## config.mk

```make
export PLATFORM = sky130hd
export DESIGN_NAME = upsc_top
export DESIGN_NICKNAME = d
export VERILOG_FILES = /design/src/logic/upsc_pkg.sv /design/src/logic/upsc_top.sv
export SDC_FILE = /design/constraint.sdc
export NUM_CORES = 1
export LEC_CHECK = 0
export BUFFER_PORTS_ARGS = -buffer_cell sky130_fd_sc_hd__buf_2
export CAP_MARGIN = 40
export CORE_ASPECT_RATIO = 1.4
export CORE_MARGIN = 5
export CORE_UTILIZATION = 42
export CTS_CLUSTER_SIZE = 30
export DETAILED_ROUTE_END_ITERATION = 16
export GPL_ROUTABILITY_DRIVEN = 0
export PLACE_DENSITY = 0.95
export SLEW_MARGIN = 20
export SYNTH_ARGS = -nofsm -noshare
export SYNTH_HDL_FRONTEND = slang
export SYNTH_SLANG_ARGS = --single-unit
```

## constraint.sdc

```tcl
create_clock -name aclk -period 3.46 [get_ports aclk]
set_clock_uncertainty 0.2 [all_clocks]
set_input_delay 0.346 -clock aclk [delete_from_list [all_inputs] [get_ports aclk]]
set_output_delay 0.346 -clock aclk [all_outputs]
set_load 0.02 [all_outputs]
```

## src/logic/upsc_pkg.sv

```systemverilog
// Constants, register layout and carrier types for the port suspend control block.
// Assumes an AXI4-Lite master with 32-bit data and one aligned word per register.
// Notes on behaviour
// - The suspend flag resets to zero and reads one only while the port is suspended.
// - The port state is disabled when enable is zero, enabled for enable one and suspend zero, suspended for both one.
// - While suspended, all downstream data is blocked except port reset signalling.
// - After a suspend request the flag reads one only once the port is idle and has entered suspend.
// - The flag is cleared unconditionally when software changes the resume force flag from one to zero.
// - A software write of zero to the suspend flag has no effect.
// - Resume force is set by software or by a J-to-K transition while suspended, and drives K while it is one.
// - Only the controller enables the port; a software write of one to the enable flag does not enable it.
package upsc_pkg;
  localparam logic [11:0] ctrl_offset = 12'h000;
  localparam logic [11:0] stat_offset = 12'h004;
  localparam int ctrl_suspend_bit = 7;
  localparam int ctrl_resume_bit = 6;
  localparam int ctrl_enable_bit = 2;
  localparam int stat_state_lsb = 0;
  localparam int stat_halted_bit = 4;
  localparam int stat_pending_bit = 5;
  localparam logic suspend_reset = 1'b0;
  localparam logic resume_reset = 1'b0;
  localparam logic enable_reset = 1'b0;
  localparam logic [1:0] resp_okay = 2'h0;
  localparam logic [1:0] resp_slverr = 2'h2;
  typedef enum logic [1:0] {upsc_disabled, upsc_enabled, upsc_suspended} upsc_state_e;
  typedef struct packed {
    logic valid;
    logic [7:0] data;
  } upsc_data_s;
endpackage

```

## src/logic/upsc_top.sv

```systemverilog
// Suspend control for one root hub port with an AXI4-Lite register slave.
// Assumes port reset, resume timing and fault handling sit in neighbouring logic.
//
// The implementer's own choices: the AXI4-Lite interface to the registers and the register offsets.
`timescale 1ns/10ps
module upsc_top #(
  parameter int addr_width = 12
) (
  input wire logic aclk,
  input wire logic aresetn,
  input wire logic [addr_width-1:0] s_axi_awaddr,
  input wire logic s_axi_awvalid,
  output logic s_axi_awready,
  input wire logic [31:0] s_axi_wdata,
  input wire logic [3:0] s_axi_wstrb,
  input wire logic s_axi_wvalid,
  output logic s_axi_wready,
  output logic [1:0] s_axi_bresp,
  output logic s_axi_bvalid,
  input wire logic s_axi_bready,
  input wire logic [addr_width-1:0] s_axi_araddr,
  input wire logic s_axi_arvalid,
  output logic s_axi_arready,
  output logic [31:0] s_axi_rdata,
  output logic [1:0] s_axi_rresp,
  output logic s_axi_rvalid,
  input wire logic s_axi_rready,
  input wire logic controller_halted_flag,
  input wire logic port_enable_set,
  input wire logic port_disable_fault,
  input wire logic port_reset_active,
  input wire logic port_activity,
  input wire logic line_j_to_k,
  input wire logic resume_done,
  input wire upsc_pkg::upsc_data_s down_in,
  output upsc_pkg::upsc_data_s down_out,
  output logic drive_resume_k,
  output logic suspend_pending
);
  if (addr_width < 12)
  begin : width_check
    $error("addr_width must be at least 12");
  end

  logic suspend_reg;
  logic suspend_next;
  logic resume_reg;
  logic resume_next;
  logic enable_reg;
  logic enable_next;
  logic pend_reg;
  logic pend_next;
  logic [addr_width-1:0] awaddr_reg;
  logic aw_held_reg;
  logic [31:0] wdata_reg;
  logic [3:0] wstrb_reg;
  logic w_held_reg;
  logic bvalid_reg;
  logic [1:0] bresp_reg;
  logic rvalid_reg;
  logic [31:0] rdata_reg;
  logic [1:0] rresp_reg;
  upsc_pkg::upsc_data_s down_reg;
  upsc_pkg::upsc_state_e state;

  wire aw_take = s_axi_awvalid && !aw_held_reg && !bvalid_reg;
  wire w_take = s_axi_wvalid && !w_held_reg && !bvalid_reg;
  wire wr_fire = aw_held_reg && w_held_reg && !bvalid_reg;
  wire [11:0] wr_word = {awaddr_reg[11:2], 2'h0};
  wire wr_ctrl = wr_fire && (wr_word == upsc_pkg::ctrl_offset) && wstrb_reg[0];
  wire wr_hit = (wr_word == upsc_pkg::ctrl_offset) || (wr_word == upsc_pkg::stat_offset);
  wire w_suspend = wdata_reg[upsc_pkg::ctrl_suspend_bit];
  wire w_resume = wdata_reg[upsc_pkg::ctrl_resume_bit];
  wire w_enable = wdata_reg[upsc_pkg::ctrl_enable_bit];
  wire ar_take = s_axi_arvalid && !rvalid_reg;
  wire [11:0] rd_word = {s_axi_araddr[11:2], 2'h0};
  wire resume_fall = resume_reg && !resume_next;
  wire hw_resume = suspend_reg && line_j_to_k;
  wire enter_suspend = pend_reg && !port_activity && enable_reg;
  wire [31:0] ctrl_word = {24'h0, suspend_reg, resume_reg, 3'h0, enable_reg, 2'h0};
  wire [31:0] stat_word = {26'h0, pend_reg, controller_halted_flag, 2'h0, 2'(state)};
  wire block_down = suspend_reg && !port_reset_active;

  assign s_axi_awready = !aw_held_reg && !bvalid_reg;
  assign s_axi_wready = !w_held_reg && !bvalid_reg;
  assign s_axi_bvalid = bvalid_reg;
  assign s_axi_bresp = bresp_reg;
  assign s_axi_arready = !rvalid_reg;
  assign s_axi_rvalid = rvalid_reg;
  assign s_axi_rdata = rdata_reg;
  assign s_axi_rresp = rresp_reg;
  assign down_out = down_reg;
  assign drive_resume_k = resume_reg;
  assign suspend_pending = pend_reg;

  assign state = !enable_reg ? upsc_pkg::upsc_disabled :
                 (suspend_reg ? upsc_pkg::upsc_suspended : upsc_pkg::upsc_enabled);

  always_comb
  begin
    resume_next = resume_reg;
    if (wr_ctrl && !w_resume && !resume_done)
    begin
      resume_next = 1'b0;
    end
    if ((wr_ctrl && w_resume) || hw_resume)
    begin
      resume_next = 1'b1;
    end
  end

  always_comb
  begin
    enable_next = enable_reg;
    if ((wr_ctrl && !w_enable) || port_disable_fault)
    begin
      enable_next = 1'b0;
    end
    if (port_enable_set)
    begin
      enable_next = 1'b1;
    end
  end

  always_comb
  begin
    pend_next = pend_reg;
    if (enter_suspend || resume_fall || !enable_reg)
    begin
      pend_next = 1'b0;
    end
    if (wr_ctrl && w_suspend && enable_reg && !suspend_reg && !enter_suspend)
    begin
      pend_next = 1'b1;
    end
  end

  always_comb
  begin
    suspend_next = suspend_reg;
    if (enter_suspend)
    begin
      suspend_next = 1'b1;
    end
    if (resume_fall || !enable_next)
    begin
      suspend_next = 1'b0;
    end
  end

  always_ff @(posedge aclk)
  begin
    if (!aresetn)
    begin
      suspend_reg <= upsc_pkg::suspend_reset;
      resume_reg <= upsc_pkg::resume_reset;
      enable_reg <= upsc_pkg::enable_reset;
      pend_reg <= 1'b0;
      down_reg <= '0;
    end
    else
    begin
      suspend_reg <= suspend_next;
      resume_reg <= resume_next;
      enable_reg <= enable_next;
      pend_reg <= pend_next;
      down_reg.valid <= down_in.valid && !block_down;
      down_reg.data <= block_down ? 8'h00 : down_in.data;
    end
  end

  always_ff @(posedge aclk)
  begin
    if (!aresetn)
    begin
      aw_held_reg <= 1'b0;
      w_held_reg <= 1'b0;
      awaddr_reg <= '0;
      wdata_reg <= 32'h0;
      wstrb_reg <= 4'h0;
      bvalid_reg <= 1'b0;
      bresp_reg <= upsc_pkg::resp_okay;
    end
    else
    begin
      if (aw_take)
      begin
        aw_held_reg <= 1'b1;
        awaddr_reg <= s_axi_awaddr;
      end
      if (w_take)
      begin
        w_held_reg <= 1'b1;
        wdata_reg <= s_axi_wdata;
        wstrb_reg <= s_axi_wstrb;
      end
      if (wr_fire)
      begin
        aw_held_reg <= 1'b0;
        w_held_reg <= 1'b0;
        bvalid_reg <= 1'b1;
        bresp_reg <= wr_hit ? upsc_pkg::resp_okay : upsc_pkg::resp_slverr;
      end
      else if (bvalid_reg && s_axi_bready)
      begin
        bvalid_reg <= 1'b0;
      end
    end
  end

  always_ff @(posedge aclk)
  begin
    if (!aresetn)
    begin
      rvalid_reg <= 1'b0;
      rdata_reg <= 32'h0;
      rresp_reg <= upsc_pkg::resp_okay;
    end
    else if (ar_take)
    begin
      rvalid_reg <= 1'b1;
      if (rd_word == upsc_pkg::ctrl_offset)
      begin
        rdata_reg <= ctrl_word;
        rresp_reg <= upsc_pkg::resp_okay;
      end
      else if (rd_word == upsc_pkg::stat_offset)
      begin
        rdata_reg <= stat_word;
        rresp_reg <= upsc_pkg::resp_okay;
      end
      else
      begin
        rdata_reg <= 32'h0;
        rresp_reg <= upsc_pkg::resp_slverr;
      end
    end
    else if (s_axi_rready)
    begin
      rvalid_reg <= 1'b0;
    end
  end

  chk_suspend_reset_zero: assert property (@(posedge aclk) !aresetn |=> !suspend_reg)
    else $error("suspend flag not zero after reset");
  chk_state_decode_pair: assert property (@(posedge aclk) disable iff (!aresetn)
    (state == upsc_pkg::upsc_suspended) == (enable_reg && suspend_reg))
    else $error("port state decode wrong");
  chk_down_blocked_suspend: assert property (@(posedge aclk) disable iff (!aresetn)
    (suspend_reg && !port_reset_active) |=> !down_reg.valid)
    else $error("downstream data passed while suspended");
  chk_suspend_after_idle: assert property (@(posedge aclk) disable iff (!aresetn)
    $rose(suspend_reg) |-> $past(pend_reg) && !$past(port_activity))
    else $error("suspend flag rose before port went idle");
  chk_resume_fall_clear: assert property (@(posedge aclk) disable iff (!aresetn)
    $fell(resume_reg) |-> !suspend_reg)
    else $error("suspend flag kept after resume ended");
  chk_zero_write_ignored: assert property (@(posedge aclk) disable iff (!aresetn)
    (wr_ctrl && !w_suspend && suspend_reg && !resume_fall && enable_next) |=> suspend_reg)
    else $error("write of zero cleared suspend flag");
  chk_hw_resume_set: assert property (@(posedge aclk) disable iff (!aresetn)
    hw_resume |=> resume_reg && drive_resume_k)
    else $error("J-to-K while suspended did not force resume");
  chk_enable_hw_only: assert property (@(posedge aclk) disable iff (!aresetn)
    $rose(enable_reg) |-> $past(port_enable_set))
    else $error("port enabled without controller sequence");
  chk_bvalid_holds: assert property (@(posedge aclk) disable iff (!aresetn)
    $fell(s_axi_bvalid) |-> $past(s_axi_bready))
    else $error("write response dropped before it was taken");
  chk_rvalid_holds: assert property (@(posedge aclk) disable iff (!aresetn)
    $fell(s_axi_rvalid) |-> $past(s_axi_rready))
    else $error("read data dropped before it was taken");
  chk_down_passes_reset: assert property (@(posedge aclk) disable iff (!aresetn)
    (port_reset_active && down_in.valid) |=> down_reg.valid)
    else $error("reset signalling blocked downstream");
  chk_fault_disables_port: assert property (@(posedge aclk) disable iff (!aresetn)
    (port_disable_fault && !port_enable_set) |=> state == upsc_pkg::upsc_disabled)
    else $error("fault did not disable the port");
  chk_enable_write_one: assert property (@(posedge aclk) disable iff (!aresetn)
    (wr_ctrl && w_enable && !enable_reg && !port_enable_set) |=> !enable_reg)
    else $error("software write enabled the port");
  chk_resume_k_holds: assert property (@(posedge aclk) disable iff (!aresetn)
    (drive_resume_k && !wr_ctrl) |=> drive_resume_k)
    else $error("resume signalling stopped while flag was set");
  chk_pending_clears: assert property (@(posedge aclk) disable iff (!aresetn)
    $rose(suspend_reg) |-> !pend_reg)
    else $error("suspend request still pending after entry");
  chk_wr_unmapped_err: assert property (@(posedge aclk) disable iff (!aresetn)
    (wr_fire && !wr_hit) |=> s_axi_bresp == upsc_pkg::resp_slverr)
    else $error("unmapped write not answered with error");
  chk_rd_answer: assert property (@(posedge aclk) disable iff (!aresetn)
    (s_axi_arvalid && s_axi_arready) |=> s_axi_rvalid)
    else $error("read address taken without data");
  chk_halted_status: assert property (@(posedge aclk) disable iff (!aresetn)
    (s_axi_arvalid && s_axi_arready && rd_word == upsc_pkg::stat_offset)
    |=> s_axi_rdata[upsc_pkg::stat_halted_bit] == $past(controller_halted_flag))
    else $error("halted flag not shown in status");
  chk_pending_status: assert property (@(posedge aclk) disable iff (!aresetn)
    (s_axi_arvalid && s_axi_arready && rd_word == upsc_pkg::stat_offset)
    |=> s_axi_rdata[upsc_pkg::stat_pending_bit] == $past(pend_reg))
    else $error("pending flag not shown in status");
  chk_sw_disable_clears: assert property (@(posedge aclk) disable iff (!aresetn)
    (wr_ctrl && !w_enable && !port_enable_set) |=> !enable_reg && !suspend_reg)
    else $error("software disable left port enabled or suspended");
  chk_ctrl_read_suspend: assert property (@(posedge aclk) disable iff (!aresetn)
    (s_axi_arvalid && s_axi_arready && rd_word == upsc_pkg::ctrl_offset)
    |=> s_axi_rdata[upsc_pkg::ctrl_suspend_bit] == $past(suspend_reg))
    else $error("suspend flag not shown in control word");
endmodule

```

==> run summary <==
Status: completed
CTS max path bufs: 2
Worst r2r src: awaddr_reg[6]$_SDFFE_PN0P_
Worst setup SP type: input port
DIE WIDTH: 64.2 um
Root Driver: clkbuf_8
Detail Route Antenna Nets: 0
Critical Path RT: 3450 ps
# diodes: 0
Net count, final: 348
Post-CTS sizing: 0
Postcts setup bufs: 0
Mapped Area: 0.00173 mm2
Initial DRC Count: 60
Netlist cell types: 30
NetSw: 260 uW
EDFF count, synth: 0
Pwr/cell area: 454 mW/mm2
Sequential share of power: 52.2%
DRC viols: 0
Final-report hold violation count: 0
Vias in the first global route: 1,325
Mux cell area share after synthesis: 2.32%
Die area: 0.00552 mm2
Worst Setup SP: aresetn
Via/cell ratio: 4.74
Setup TNS: 0 ps
Post-synth top flop: dfxtp_1
I/O Pins: 135
Slew headroom: 50.5%
Pins Over Slew Limit: 0
Cells after synthesis: 193
Dpl ws: 1480 ps
Seq/Total Area, Yosys: 46.3%
Max Freq: 612 MHz
Compound-cell area share of the yosys netlist: 12.0%
CP max stage delay: 550 ps
Worst skew pair latency: 290 ps
First-pass GRT wire length: 5660 um
Slew at the pin closest to its max-slew limit: 742 ps
Share of layout cells above drive strength 1: 33.1%
Leakage: 1.03 nW
Total gr overflow: 0
Final setup fails: 0
Final worst slack: 1820 ps
Drt first pass iters: 4
Die Y: 85.9 um
Worst Hold Class: in -> reg
Placed Instances: 301
Pin count of the biggest net entering global routing: 24
CTS tree: yes
Xor and xnor area share after synthesis: 0%
# H-tree levels: 2
Internal Power: 695 uW
Clock tree sinks: 40
RSZ-0062 raised after global routing: no
Dpl hpwl: 2970 um
Wirelength, routed: 3630 um
Routed len/inst: 11.7 um
Crit-path cells: buf_2 > inv_1 > nor2_1 > a22o_1
Post-Synth Simple-Gate Area: 24.5%
Crit. End Element: flip-flop
Initial antenna violation count: 0
Adder-cell area share of the yosys netlist: 0%
Inserted Clock Buffers: 5
IO buf count: 71
Final period utilization: 47.3%
Yosys reg bits: 40
Largest family of logic cells by synthesized area: simple AND/OR/NAND/NOR gates
Switch share: 27.2%
Critical hold path startpoint: s_axi_rready
Initial Util: 43.7%
Data arrival, critical path: 1620 ps
CTS Hold Buffers Added: 0
Slowest-stage cell, CP: inv_1
Yosys Warn Count: 0
Final non-filler cell total: 309
Post-placement cell area: 0.00201 mm2
Syn Area/Cell: 8.95 um2
Core area: 0.00395 mm2
Synth-to-Final Area Change: 21.7%
Peak supply drop: 313 uV
Final Cell Area: 0.00210 mm2
Critical path class: in -> reg
FP Rows: 27
Clock Power Share: 32.5%
Max reg flops: 10
Clock transition at the registers of the reported paths: 70 ps
Min cycle time layout: 1640 ps
Maximum fanout along the worst path: 23
Max_cap viols: 0
Combinational Power Share: 15.4%
Ys async rst share: 0%
Tot GR Track Use: 12.8%
Via count: 1,464
[cells in the final DEF, fill, tap and decap left out]
master / Yosys / final
a211oi_1: 2 / 2
a21oi_1: 16 / 16
a22o_1: 3 / 3
a31oi_1: 2 / 2
and2_1: 11 / 11
and3b_1: 1 / 1
and4_4: 1 / 1
buf_2: 3 / 71
clkbuf_8: 0 / 6
clkinv_2: 0 / 2
conb_1: 1 / 27
dfxtp_1: 40 / 40
inv_1: 7 / 7
mux2i_1: 4 / 4
nand2_1: 28 / 28
nand2b_1: 1 / 1
nand3_1: 4 / 4
nand4_1: 4 / 4
nand4b_2: 1 / 1
nor2_1: 15 / 15
nor2b_1: 2 / 2
nor3_1: 1 / 1
nor3_2: 2 / 2
nor4_2: 1 / 1
nor4_4: 2 / 2
nor4b_2: 1 / 1
o211a_1: 1 / 1
o211ai_1: 1 / 1
o21ai_0: 8 / 8
o41ai_2: 1 / 1
[final timing paths]
path                            slack, ps  cells past startpoint                            to
worst max-delay path                 1820                      4   s_axi_rdata[7]$_SDFFE_PN0P_
worst max register to register       2000                      4  suspend_pending$_SDFFE_PN0P_
worst min-delay path                   40                      2     s_axi_rvalid$_SDFFE_PN0P_
worst min register to register        250                      2   s_axi_rdata[4]$_SDFFE_PN0P_
[final cells by class]
class,instances,area [um2]
clock inverters,2,10.0
clock buffers,6,82.6
multi-input cells,140,773
inverters,7,26.3
flip-flops and latches,40,801
well taps,43,53.8
repair buffers,71,355
fillers,371,1850
[power by group through the flow]
stage | combinational (mW) | sequential, mW | clock [mW]
6_report | 0.147 | 0.498 | 0.310
4_1_cts | 0.147 | 0.499 | 0.324
3_3_place_gp | 0.143 | 0.508 | 0
2_1_floorplan | 0.111 | 0.517 | 0
5_1_grt | 0.161 | 0.502 | 0.346
3_5_place_dp | 0.147 | 0.509 | 0
[cell usage after synthesis (all sizes together) (2+ instances only)]
cell	instances	share of area, %
a211oi	2	0.87
a21oi	16	4.6
a22o	3	1.5
a31oi	2	0.72
and2	11	4.0
buf	30	13
clkbuf	2	0.43
dfxtp	40	46
inv	7	1.5
mux2i	4	2.3
nand2	28	6.1
nand3	4	1.2
nand4	4	1.4
nor2	15	3.3
nor2b	2	0.72
nor3	3	1.4
nor4	3	3.2
o21ai	8	2.3
[layer usage]
| metal | vias up | share of wire (%) | global-route usage (%) |
|---|---|---|---|
| met5 | - | 0 | 0 |
| met4 | 0 | 2.3 | 5.56 |
| met3 | 9 | 12 | 5.50 |
| met2 | 76 | 51 | 22.1 |
| met1 | 640 | 35 | 13.4 |
| li1 | 739 | - | - |
[logic make-up (layout without fill, tap and decap cells)]
| kind of cell | after synthesis | in the layout |
|---|---|---|
| other | 1 | 27 |
| AOI/OAI and AO/OA | 34 | 34 |
| buffers and inverters | 39 | 86 |
| muxes | 4 | 4 |
| and+or+nand+nor | 75 | 75 |
| DFF | 40 | 40 |
[through the flow]
stage	power, mW	utilization (%)	hold slack (ps)
final	0.955	53.2	36.3
after floorplan	0.628	-	242
after CTS	0.970	53.2	29.6
after detailed placement	0.656	50.8	243
after global routing	1.01	53.2	35.0
after global placement	0.652	50.8	229
[worst max-delay path, delay by kind of cell]
family	cells	cell delay, ps
buffers and inverters	2	690
AO/OA/AOI/OAI	1	290
AND/OR/NAND/NOR	1	280
No activity file was read; power rests on OpenSTA's default activity.
